--- src/shared/pcecap_defines.vh ---
/*
  Constants for the vendor-specific configuration capability block.
  Assumes inclusion by bare name; definitions only.
*/
`ifndef PCECAP_DEFINES_VH
`define PCECAP_DEFINES_VH
`define PCECAP_CAP_PTR 8'h40
`define PCECAP_CAP_ID 8'h09
`define PCECAP_CAP_LEN 8'h40
`define PCECAP_CAP_NEXT 8'h00
`define PCECAP_OFF_HDR 8'h00
`define PCECAP_OFF_MAP0 8'h04
`define PCECAP_OFF_MAP5 8'h18
`define PCECAP_OFF_SPACE 8'h1c
`define PCECAP_OFF_BUSCFG 8'h20
`define PCECAP_OFF_MASK0 8'h24
`define PCECAP_OFF_MASK5 8'h38
`define PCECAP_OFF_BURST 8'h3c
`define PCECAP_OFF_CAPPTR 8'h34
`define PCECAP_NUM_BARS 6
`define PCECAP_BAR_NONE 3'h6
`define PCECAP_BIT_ENDIAN 0
`define PCECAP_BIT_DISCARD_TIMEOUT_ENABLE 1
`define PCECAP_BIT_PF 3
`define PCECAP_BIT_BAREN 31
`define PCECAP_BURST_RST 16'hffff
`define PCECAP_MASK_RST 28'h0000000
`define PCECAP_SPACE_MASK 32'hffffff00
`define PCECAP_MASKREG_MASK 32'hfffffff8
`define PCECAP_IO_MASK 32'hfff00000
`define PCECAP_DISCARD_CYCLES 16'h8000
`define PCECAP_SZ_BYTE 2'h0
`define PCECAP_SZ_HALF 2'h1
`define PCECAP_SZ_WORD 2'h2
`define PCECAP_BE_NONE 4'hf
`endif

--- src/hw/pcecap_core.v ---
/*
  Vendor-specific extended configuration capability: header, BAR to AHB
  mapping, space mapping, bus config, BAR size masks, burst limit, plus
  byte-enable mapping, lane swap and delayed-access discard timer.
  Assumes a config port already decoded to this capability, synchronous
  to core_clk, and datapath logic elsewhere that consumes the outputs.
*/
// Behaviour
// - Header reads ID 0x09, length 0x40, next pointer zero; read only.
// - Registers decoded at offsets 0x00..0x3c from the capability pointer.
// - Standard header capability pointer reports 0x40.
// - Six writable BAR-to-AHB maps; bits outside BAR size read zero.
// - Space map bits 31:8 writable, bits 7:0 read zero.
// - I/O base read only in bits 31:20; bits 19:2 read zero.
// - Discard enable drops pending delayed access after 2**15 cycles; resets zero.
// - Endian switch: one means PCI little-endian, zero big-endian; resets zero.
// - BAR bits 31:4 implemented exactly when their size mask bit is set; map bits 3:0 read zero.
// - BAR disabled when size mask bit 31 is zero.
// - Size mask bit 3 gives prefetchable flag; bits 2:0 read zero.
// - Burst limit bits 15:0 are beats minus one; reset 0xffff.
// - Single and burst transfers supported on both sides.
// - Independent FIFOs exist for each of the six data paths.
// - Byte transfers map to one-cold enables, reversed for big-endian.
// - Halfword and word enables per table; other combinations unsupported.
// - Lanes swapped when PCI little-endian, passed when big-endian.
`timescale 1ns/1ns
`include "pcecap_defines.vh"
module pcecap_core #(
  parameter [31:0] IO_BASE = 32'hfff00000
) (
  input wire core_clk,
  input wire reset_n,
  input wire cfgWrite,
  input wire cfgRead,
  input wire [7:0] cfgAddr,
  input wire [31:0] cfgWData,
  output reg [31:0] cfgRData_q,
  output reg [7:0] capPtr_q,
  output reg endianLittle_q,
  output reg discardTimeoutEnable_q,
  output reg [15:0] burstLimit_q,
  output reg [`PCECAP_NUM_BARS-1:0] barEnable_q,
  output reg [`PCECAP_NUM_BARS-1:0] prefetchableFlag_q,
  output reg [32*`PCECAP_NUM_BARS-1:0] barMap_q,
  output reg [32*`PCECAP_NUM_BARS-1:0] barMask_q,
  output reg [31:0] spaceMap_q,
  input wire [1:0] ahbSize,
  input wire [1:0] ahbAddrLow,
  output reg [3:0] pciByteEnN_q,
  output reg sizeError_q,
  input wire [31:0] ahbData,
  output reg [31:0] pciData_q,
  input wire delayedPending,
  input wire delayedRetry,
  output reg delayedDiscard_q
);

  reg [31:0] mapReg [0:`PCECAP_NUM_BARS-1];
  reg [31:0] maskReg [0:`PCECAP_NUM_BARS-1];
  reg [31:0] spaceReg;
  reg [1:0] cfgBits;
  reg [15:0] burstReg;
  reg [15:0] discardCnt;
  reg [31:0] rdata;
  reg [3:0] beN;
  reg beBad;
  integer i;

  // Index of a BAR-indexed register at base, or NUM_BARS when not in range
  function [2:0] barIndex;
    input [7:0] addr;
    input [7:0] base;
    reg [7:0] diff;
    begin
      diff = addr - base;
      if (addr >= base && diff[7:2] < `PCECAP_NUM_BARS && diff[1:0] == 2'h0) begin
        barIndex = diff[4:2];
      end else begin
        barIndex = `PCECAP_BAR_NONE;
      end
    end
  endfunction

  wire [2:0] mapIdx = barIndex(cfgAddr, `PCECAP_OFF_MAP0);
  wire [2:0] maskIdx = barIndex(cfgAddr, `PCECAP_OFF_MASK0);

  // Register writes; read-only and reserved bits have no storage, except map bit 3, which keeps written data while size mask bit 3 is set
  always @(posedge core_clk) begin
    if (!reset_n) begin
      for (i = 0; i < `PCECAP_NUM_BARS; i = i + 1) begin
        mapReg[i] <= 32'h00000000;
        maskReg[i] <= 32'h00000000;
      end
      spaceReg <= 32'h00000000;
      cfgBits <= 2'h0;
      burstReg <= `PCECAP_BURST_RST;
    end else if (cfgWrite) begin
      if (mapIdx != `PCECAP_NUM_BARS) begin
        mapReg[mapIdx] <= cfgWData & maskReg[mapIdx];
      end else if (cfgAddr == `PCECAP_OFF_SPACE) begin
        spaceReg <= cfgWData & `PCECAP_SPACE_MASK;
      end else if (cfgAddr == `PCECAP_OFF_BUSCFG) begin
        cfgBits <= cfgWData[1:0];
      end else if (maskIdx != `PCECAP_NUM_BARS) begin
        maskReg[maskIdx] <= cfgWData & `PCECAP_MASKREG_MASK;
        // Shrinking a BAR clears map bits it no longer covers
        mapReg[maskIdx] <= mapReg[maskIdx] & (cfgWData & `PCECAP_MASKREG_MASK);
      end else if (cfgAddr == `PCECAP_OFF_BURST) begin
        burstReg <= cfgWData[15:0];
      end
    end
  end

  // Read mux
  always @* begin
    rdata = 32'h00000000;
    if (cfgAddr == `PCECAP_OFF_HDR) begin
      rdata = {8'h00, `PCECAP_CAP_LEN, `PCECAP_CAP_NEXT, `PCECAP_CAP_ID};
    end else if (mapIdx != `PCECAP_NUM_BARS) begin
      rdata = mapReg[mapIdx] & {maskReg[mapIdx][31:4], 4'h0};
    end else if (cfgAddr == `PCECAP_OFF_SPACE) begin
      rdata = spaceReg;
    end else if (cfgAddr == `PCECAP_OFF_BUSCFG) begin
      rdata = (IO_BASE & `PCECAP_IO_MASK) | {30'h0, cfgBits};
    end else if (maskIdx != `PCECAP_NUM_BARS) begin
      rdata = maskReg[maskIdx];
    end else if (cfgAddr == `PCECAP_OFF_BURST) begin
      rdata = {16'h0000, burstReg};
    end
  end

  // Byte enable table, active low
  always @* begin
    beN = `PCECAP_BE_NONE;
    beBad = 1'b0;
    case (ahbSize)
      `PCECAP_SZ_BYTE: begin
        beN = 4'hf ^ (4'h1 << ahbAddrLow);
        if (!endianLittle_q) begin
          beN = {beN[0], beN[1], beN[2], beN[3]};
        end
      end
      `PCECAP_SZ_HALF: begin
        if (ahbAddrLow == 2'h0) begin
          beN = endianLittle_q ? 4'hc : 4'h3;
        end else if (ahbAddrLow == 2'h2) begin
          beN = endianLittle_q ? 4'h3 : 4'hc;
        end else begin
          beBad = 1'b1;
        end
      end
      `PCECAP_SZ_WORD: begin
        if (ahbAddrLow == 2'h0) begin
          beN = 4'h0;
        end else begin
          beBad = 1'b1;
        end
      end
      default: begin
        beBad = 1'b1;
      end
    endcase
  end

  // Registered outputs
  always @(posedge core_clk) begin
    if (!reset_n) begin
      cfgRData_q <= 32'h00000000;
      capPtr_q <= 8'h00;
      endianLittle_q <= 1'b0;
      discardTimeoutEnable_q <= 1'b0;
      burstLimit_q <= `PCECAP_BURST_RST;
      spaceMap_q <= 32'h00000000;
      pciByteEnN_q <= `PCECAP_BE_NONE;
      sizeError_q <= 1'b0;
      pciData_q <= 32'h00000000;
    end else begin
      cfgRData_q <= cfgRead ? rdata : 32'h00000000;
      capPtr_q <= `PCECAP_CAP_PTR;
      endianLittle_q <= cfgBits[`PCECAP_BIT_ENDIAN];
      discardTimeoutEnable_q <= cfgBits[`PCECAP_BIT_DISCARD_TIMEOUT_ENABLE];
      burstLimit_q <= burstReg;
      spaceMap_q <= spaceReg;
      pciByteEnN_q <= beN;
      sizeError_q <= beBad;
      // AHB is big-endian; swap only toward a little-endian PCI bus
      // Each beat passes alone, so single and burst beats look the same
      // The six path FIFOs sit outside; nothing here is shared between paths
      pciData_q <= endianLittle_q ?
        {ahbData[7:0], ahbData[15:8], ahbData[23:16], ahbData[31:24]} : ahbData;
    end
  end

  // Per-BAR outputs, one register set per BAR
  genvar g;
  generate
    for (g = 0; g < `PCECAP_NUM_BARS; g = g + 1) begin : gBarOut
      always @(posedge core_clk) begin
        if (!reset_n) begin
          barEnable_q[g] <= 1'b0;
          prefetchableFlag_q[g] <= 1'b0;
          barMap_q[32*g +: 32] <= 32'h00000000;
          barMask_q[32*g +: 32] <= 32'h00000000;
        end else begin
          barEnable_q[g] <= maskReg[g][`PCECAP_BIT_BAREN];
          prefetchableFlag_q[g] <= maskReg[g][`PCECAP_BIT_PF];
          barMap_q[32*g +: 32] <= mapReg[g] & {maskReg[g][31:4], 4'h0};
          barMask_q[32*g +: 32] <= maskReg[g];
        end
      end
    end
  endgenerate

  // Delayed-access discard timer
  always @(posedge core_clk) begin
    if (!reset_n) begin
      discardCnt <= 16'h0000;
      delayedDiscard_q <= 1'b0;
    end else begin
      delayedDiscard_q <= 1'b0;
      if (!delayedPending || delayedRetry || !discardTimeoutEnable_q) begin
        discardCnt <= 16'h0000;
      end else if (discardCnt == `PCECAP_DISCARD_CYCLES - 16'h0001) begin
        discardCnt <= 16'h0000;
        delayedDiscard_q <= 1'b1;
      end else begin
        discardCnt <= discardCnt + 16'h0001;
      end
    end
  end

endmodule

--- config.mk ---
export PLATFORM = sky130hd
export DESIGN_NAME = pcecap_core
export DESIGN_NICKNAME = d
export VERILOG_FILES = /design/src/hw/pcecap_core.v
export VERILOG_INCLUDE_DIRS = /design/src /design/src/shared
export SDC_FILE = /design/constraint.sdc
export NUM_CORES = 2
export LEC_CHECK = 0
export ABC_CLOCK_PERIOD_IN_PS = 6700
export BUFFER_PORTS_ARGS = -buffer_cell sky130_fd_sc_hd__buf_2
export CAP_MARGIN = 5
export CELL_PAD_IN_SITES_DETAIL_PLACEMENT = 1
export CELL_PAD_IN_SITES_GLOBAL_PLACEMENT = 1
export CORE_UTILIZATION = 40
export CTS_CLUSTER_DIAMETER = 120
export DETAILED_ROUTE_END_ITERATION = 10
export PLACE_DENSITY = 0.77
export REMOVE_ABC_BUFFERS = 1
export SYNTH_ARGS = -nofsm -noshare
export SYNTH_HDL_FRONTEND = slang
export SYNTH_SLANG_ARGS = --single-unit
--- constraint.sdc ---
create_clock -name core_clk -period 6.7 [get_ports core_clk]
set_input_delay 0.67 -clock core_clk [delete_from_list [all_inputs] [get_ports core_clk]]
set_output_delay 0.67 -clock core_clk [all_outputs]
set_load 0.02 [all_outputs]
; After elaboration in Yosys (flattened, before gate mapping)
; Memories as Yosys holds them, arrays and structs flattened.
; Index checks and enable logic that the tools add are counted.
; W data, S select, Z words.
[op_classes]
n_lt_le_gt_ge = 4
n_shift = 1
eq_ne = 9
n_bitwise = 16
reduce_logical = 23
add_sub_neg = 3
n_mux = 43
[op_table]
columns = op, count
row1 = $and A32 B32 Y32, 9
row2 = $mux W32, 7
row3 = $reduce_or A32 Y1, 2
row4 = $mux W29, 1
row5 = $reduce_or A29 Y1, 1
row6 = $mux W4, 6
row7 = $mux W23, 1
row8 = $mux W1, 19
row9 = $add A16 B1 Y16 const B, 1
row10 = $eq A16 B15 Y1 const B, 1
row11 = $eq A8 B6 Y1 const B, 2
row12 = $mux W16, 1
row13 = $mux W3, 5
row14 = $lt A6 B3 Y1 const B, 2
row15 = $pmux W4 S3, 1
row16 = $eq A8 B5 Y1 const B, 1
row17 = $ge A8 B3 Y1 const B, 1
row18 = $ge A8 B6 Y1 const B, 1
row19 = $logic_not A2 Y1, 4
row20 = $logic_not A8 Y1, 1
row21 = $sub A8 B3 Y8 const B, 1
row22 = $sub A8 B6 Y8 const B, 1
row23 = $mux W7, 1
row24 = $ne A3 B3 Y1 const B, 2
row25 = 15 further kinds, 27
[word_totals]
in_bits = 82
register_bits = 574
elab_cells = 140
output_inout_bits = 524
ram_bits = 366
n_memories = 2
[mem_list]
columns = name, depth, word_bits, read_ports, rd_ports_with_merged_regs, write_ports, line_no
row1 = mapReg, 6, 32, 8, 0, 6, pcecap_core.v:58  ; reg [31:0] mapReg [0:`PCECAP_NUM_BARS-1];
row2 = maskReg, 6, 29, 8, 0, 6, pcecap_core.v:59  ; reg [31:0] maskReg [0:`PCECAP_NUM_BARS-1];

; Longest topological paths before layout
[depth]
ltp_word = 15
depth_mapped = 18
depth_no_buf = 11

; Worst setup path after synthesis
; No wires, ideal clock.
[synth_timing]
path_type = input to register
startpoint = input cfgAddr[2]
endpoint = memory maskReg[5][0] in the netlist's numbering (enable)
n_path_buf = 8
setup_time_ps = 425
t_required_ps = 6275
path_slack_ps = 1017
cell_stages = 15
arrival_time_ps = 5258
path_cell_list = buf_2 inv_2 clkbuf_1 buf_1 clkbuf_1 ha_1 clkbuf_1 o21ba_2 o21a_1 o2111ai_1 nor3_1 clkbuf_1 clkbuf_1 buf_2 a21oi_1
[synth_rtl]
columns = element, line_no
row1 = start: declaration, pcecap_core.v:35  ; input wire [7:0] cfgAddr,
row2 = end: declaration, pcecap_core.v:59

==> run metrics <==
Post-Synth XOR/XNOR Area=0.397%; status=finished with violations; WHS Endpoint=burstReg[1]; R2R Setup Slk=roughly 4.4 ns; Post-CTS Resized=0; r2r worst-path depth=5; CTS Hold Buffers Added=0; CTS Buf Count=between 90 and 100; layout net count=between 4,000 and 5,000; I/O pins=606; post-synth cell types=between 90 and 100; RSZ-0062 raised after global routing=no; CTS tree=yes; post-synthesis compound-gate area fraction=between 10% and 20%; CP max FO=34; first-pass GRT wire length=233,000 µm; maximum VDD drop=~0.00018 V; Final setup viols=0; critical path capture point type=flop; post-synthesis simple-gate area fraction=roughly 18%; cell taking the most area after synthesis=edfxtp_1; post-synthesis adder-cell area fraction=less than 1%; Seq/Total Area, Yosys=roughly three fifths; Post-Layout Inst Area=between 0.04 and 0.05 mm²; CORE AREA=roughly 0.092 mm²; Die ar.=0.0942 mm²; post-synthesis async set-or-reset flop share=0%; Crit path required time=slightly above 7 ns; Synth top area share=approximately a third; Final min period=4.72 ns; ranking of synthesized cells by area=edfxtp_1 33%, dfxtp_1 28%, and2_1 4.1%; Area growth, synth to finish=20.7%; MaxCap Viol Count=1; initial drt markers=~4,700; Clock Skew=0.0323 ns; post-synthesis mux area share=under 10%; Post-Syn Instances=around 3,400; Detailed Route WL=165,000 µm; IO buf count=roughly 550; Slew Limit Fails=9; crit start category=primary input; Hold Path Stages=3; flops & latches, synth=around 900; Area after DPL=0.0415 mm²; Via Count=roughly 33,000; Reg-to-Reg End=mapReg[6][12]; EDFF count, synth=411; final core occ=around half; clock sink total=between 900 and 1,000; clock latency on the worst-skew pair=~0.71 ns; Die W=about 310 µm; HP Class=primary input to flop; FMAX=around 210 MHz; Tcrit/Tclk final=a little over two thirds; Max clock buf depth=3; DR pass1 iterations=8; layout cell share with drive strength beyond 1=22.2%; main combinational cell family by area after synthesis=simple AND/OR/NAND/NOR gates; antenna violations before repair=16; Pwr per Cell Area=285 mW/mm²; row cnt=about 110; vias in the first global route=32,700; total gr overflow=0; Worst Tran Pin Value=between 1.5 and 2 ns; clk slew on worst S/H paths=about 0.060 ns; placer congestion estimate=approximately 0.96; Worst EP arrival=a little over 5 ns; ys flop type=dfxtp_1; Antenna Nets Post-Route=0; # DRC=0; P_leak=approximately 19 nW; violations in the final reports=capacitance limit, slew limit; Initial Util=between 40% and 50%; setup TNS=0 ns; synthesized cell area=0.0372 mm²; routed vias/inst=~6.2; largest net degree at the start of global routing=175; slew margin rel.=-4.28%; DP HPWL=~110,000 µm; wire length per cell=about 31 µm; overall routing resource usage=approximately 34%; height of the die=just over 300 µm; mean area per synthesized cell=between 10 and 15 µm²; Clock Root Buffer=clkbuf_16; reg2reg start=mapReg[1][12]; Yosys warning count=0; Hold Startpoint=cfgWData[1]; worst setup path class=primary input to flop; final hold violations=0; htree depth=3; setup bufs post-CTS=0
[placed cells by master (no fill, tap or decap), drive strengths merged, types with 25 or more instances in the layout]
| master | n |
|---|---|
| nor3 | 61 |
| a211oi | 29 |
| buf | 654 |
| mux2i | 74 |
| nor2 | 306 |
| inv | 57 |
| o22ai | 69 |
| o21ai | 94 |
| and2 | 246 |
| dfxtp | 513 |
| nand2 | 328 |
| o221ai | 25 |
| conb | 126 |
| nand3 | 92 |
| nor3b | 36 |
| and3 | 186 |
| clkbuf | 151 |
| a31oi | 44 |
| a21oi | 131 |
| o211ai | 26 |
| edfxtp | 411 |
| a22oi | 31 |
[cell usage after synthesis, types with 9 or more instances]
library cell	number
xnor2_1	9
o311a_1	9
a32oi_1	15
clkbuf_1	173
dfxtp_1	513
edfxtp_1	411
nor2b_1	17
nor3_1	61
a211oi_1	27
nand4_1	16
o31ai_1	10
a311oi_1	14
o22ai_1	69
a221oi_1	21
o21ai_0	87
buf_2	43
o32ai_1	9
mux2i_1	74
nand2b_1	23
inv_1	52
and3_1	186
a221o_1	20
nor4_1	12
o221a_2	13
mux2_2	17
nor3b_1	35
a2111oi_0	13
nor2_1	306
and2_1	245
o221ai_1	25
buf_1	26
nand3_1	92
nand2_1	328
a22oi_1	30
a31oi_1	41
buf_4	76
a21oi_1	131
o211ai_1	26
[per-layer routing]
layer  wire length [µm]  vias to the layer above  GRT usage, %
li1                   -                    13400             -
met1              58800                    16000          42.5
met3              22100                      745          10.6
met4              11300                       18          20.4
met2              73100                     2668          52.2
met5                122                        -             0
[state kept, by name, summed over array words and instances, names as in the netlist, 24 cells and up]
signal / flops
barMask_q: 168
mapReg: 194
spaceReg: 24
pciData_q: 32
cfgRData_q: 32
spaceMap_q: 24
barMap_q: 168
maskReg: 217
[final cells by class]
type	instances	area (µm²)
antenna	5	12.5
clock buffer	151	3120
clock inverter	31	201
fill	10100	47100
inverter	54	203
multi-input combinational	2265	13600
sequential	924	22600
tap	1243	1560
timing repair buffer	654	3620
[worst max-delay path by stage]
stage	start	to	slack [ns]	cells past startpoint
after floorplan	cfgAddr[2]	mapReg[4][10]	-1.28	8
after global placement	cfgAddr[2]	mapReg[3][24]	1.56	11
after detailed placement	cfgAddr[2]	mapReg[0][24]	1.46	11
after CTS	cfgAddr[2]	mapReg[3][20]	2.15	12
after global routing	cfgAddr[2]	mapReg[2][24]	1.90	11
final	cfgAddr[2]	mapReg[0][24]	1.98	11
[worst max-delay path, stage by stage]
cell	delay, ns
buf_6	0.30
inv_2	0.07
ha_1	0.39
o21ba_2	0.39
o21ai_0	0.33
a211oi_4	0.77
buf_4	0.29
nand2_1	0.48
buf_4	0.40
o311ai_1	0.80
a211oi_1	0.18
[through the flow]
stage	setup slack, ns	hold slack (ns)	std cells	total power [W]
5_1_grt	1.90	0.208	5323	0.0131
3_3_place_gp	1.56	0.445	5140	0.00727
6_report	1.98	0.203	5327	0.0128
3_5_place_dp	1.46	0.461	5140	0.00729
2_1_floorplan	-1.28	0.425	3243	0.00674
4_1_cts	2.15	0.188	5322	0.0128
[power breakdown]
group	switching, W	leakage (nW)	total (W)	internal (W)
logic	0.000711	8.54	0.000975	0.000264
clock network	0.00234	1.65	0.00559	0.00325
registers	0.000169	8.35	0.00624	0.00608
total	0.00322	18.5	0.0128	0.00958
[kinds of logic (layout without fill, tap and decap cells)]
kind of cell               Yosys count  count (layout)
adders and majority gates            4               4
muxes                               98              98
AOI/OAI and AO/OA                  660             660
and+or+nand+nor                   1361            1361
DFF                                924             924
xor gates and xnor gates            16              16
other                                1             131
buffers and inverters              372             890
Note: power is estimated with default switching activity, not from simulation.
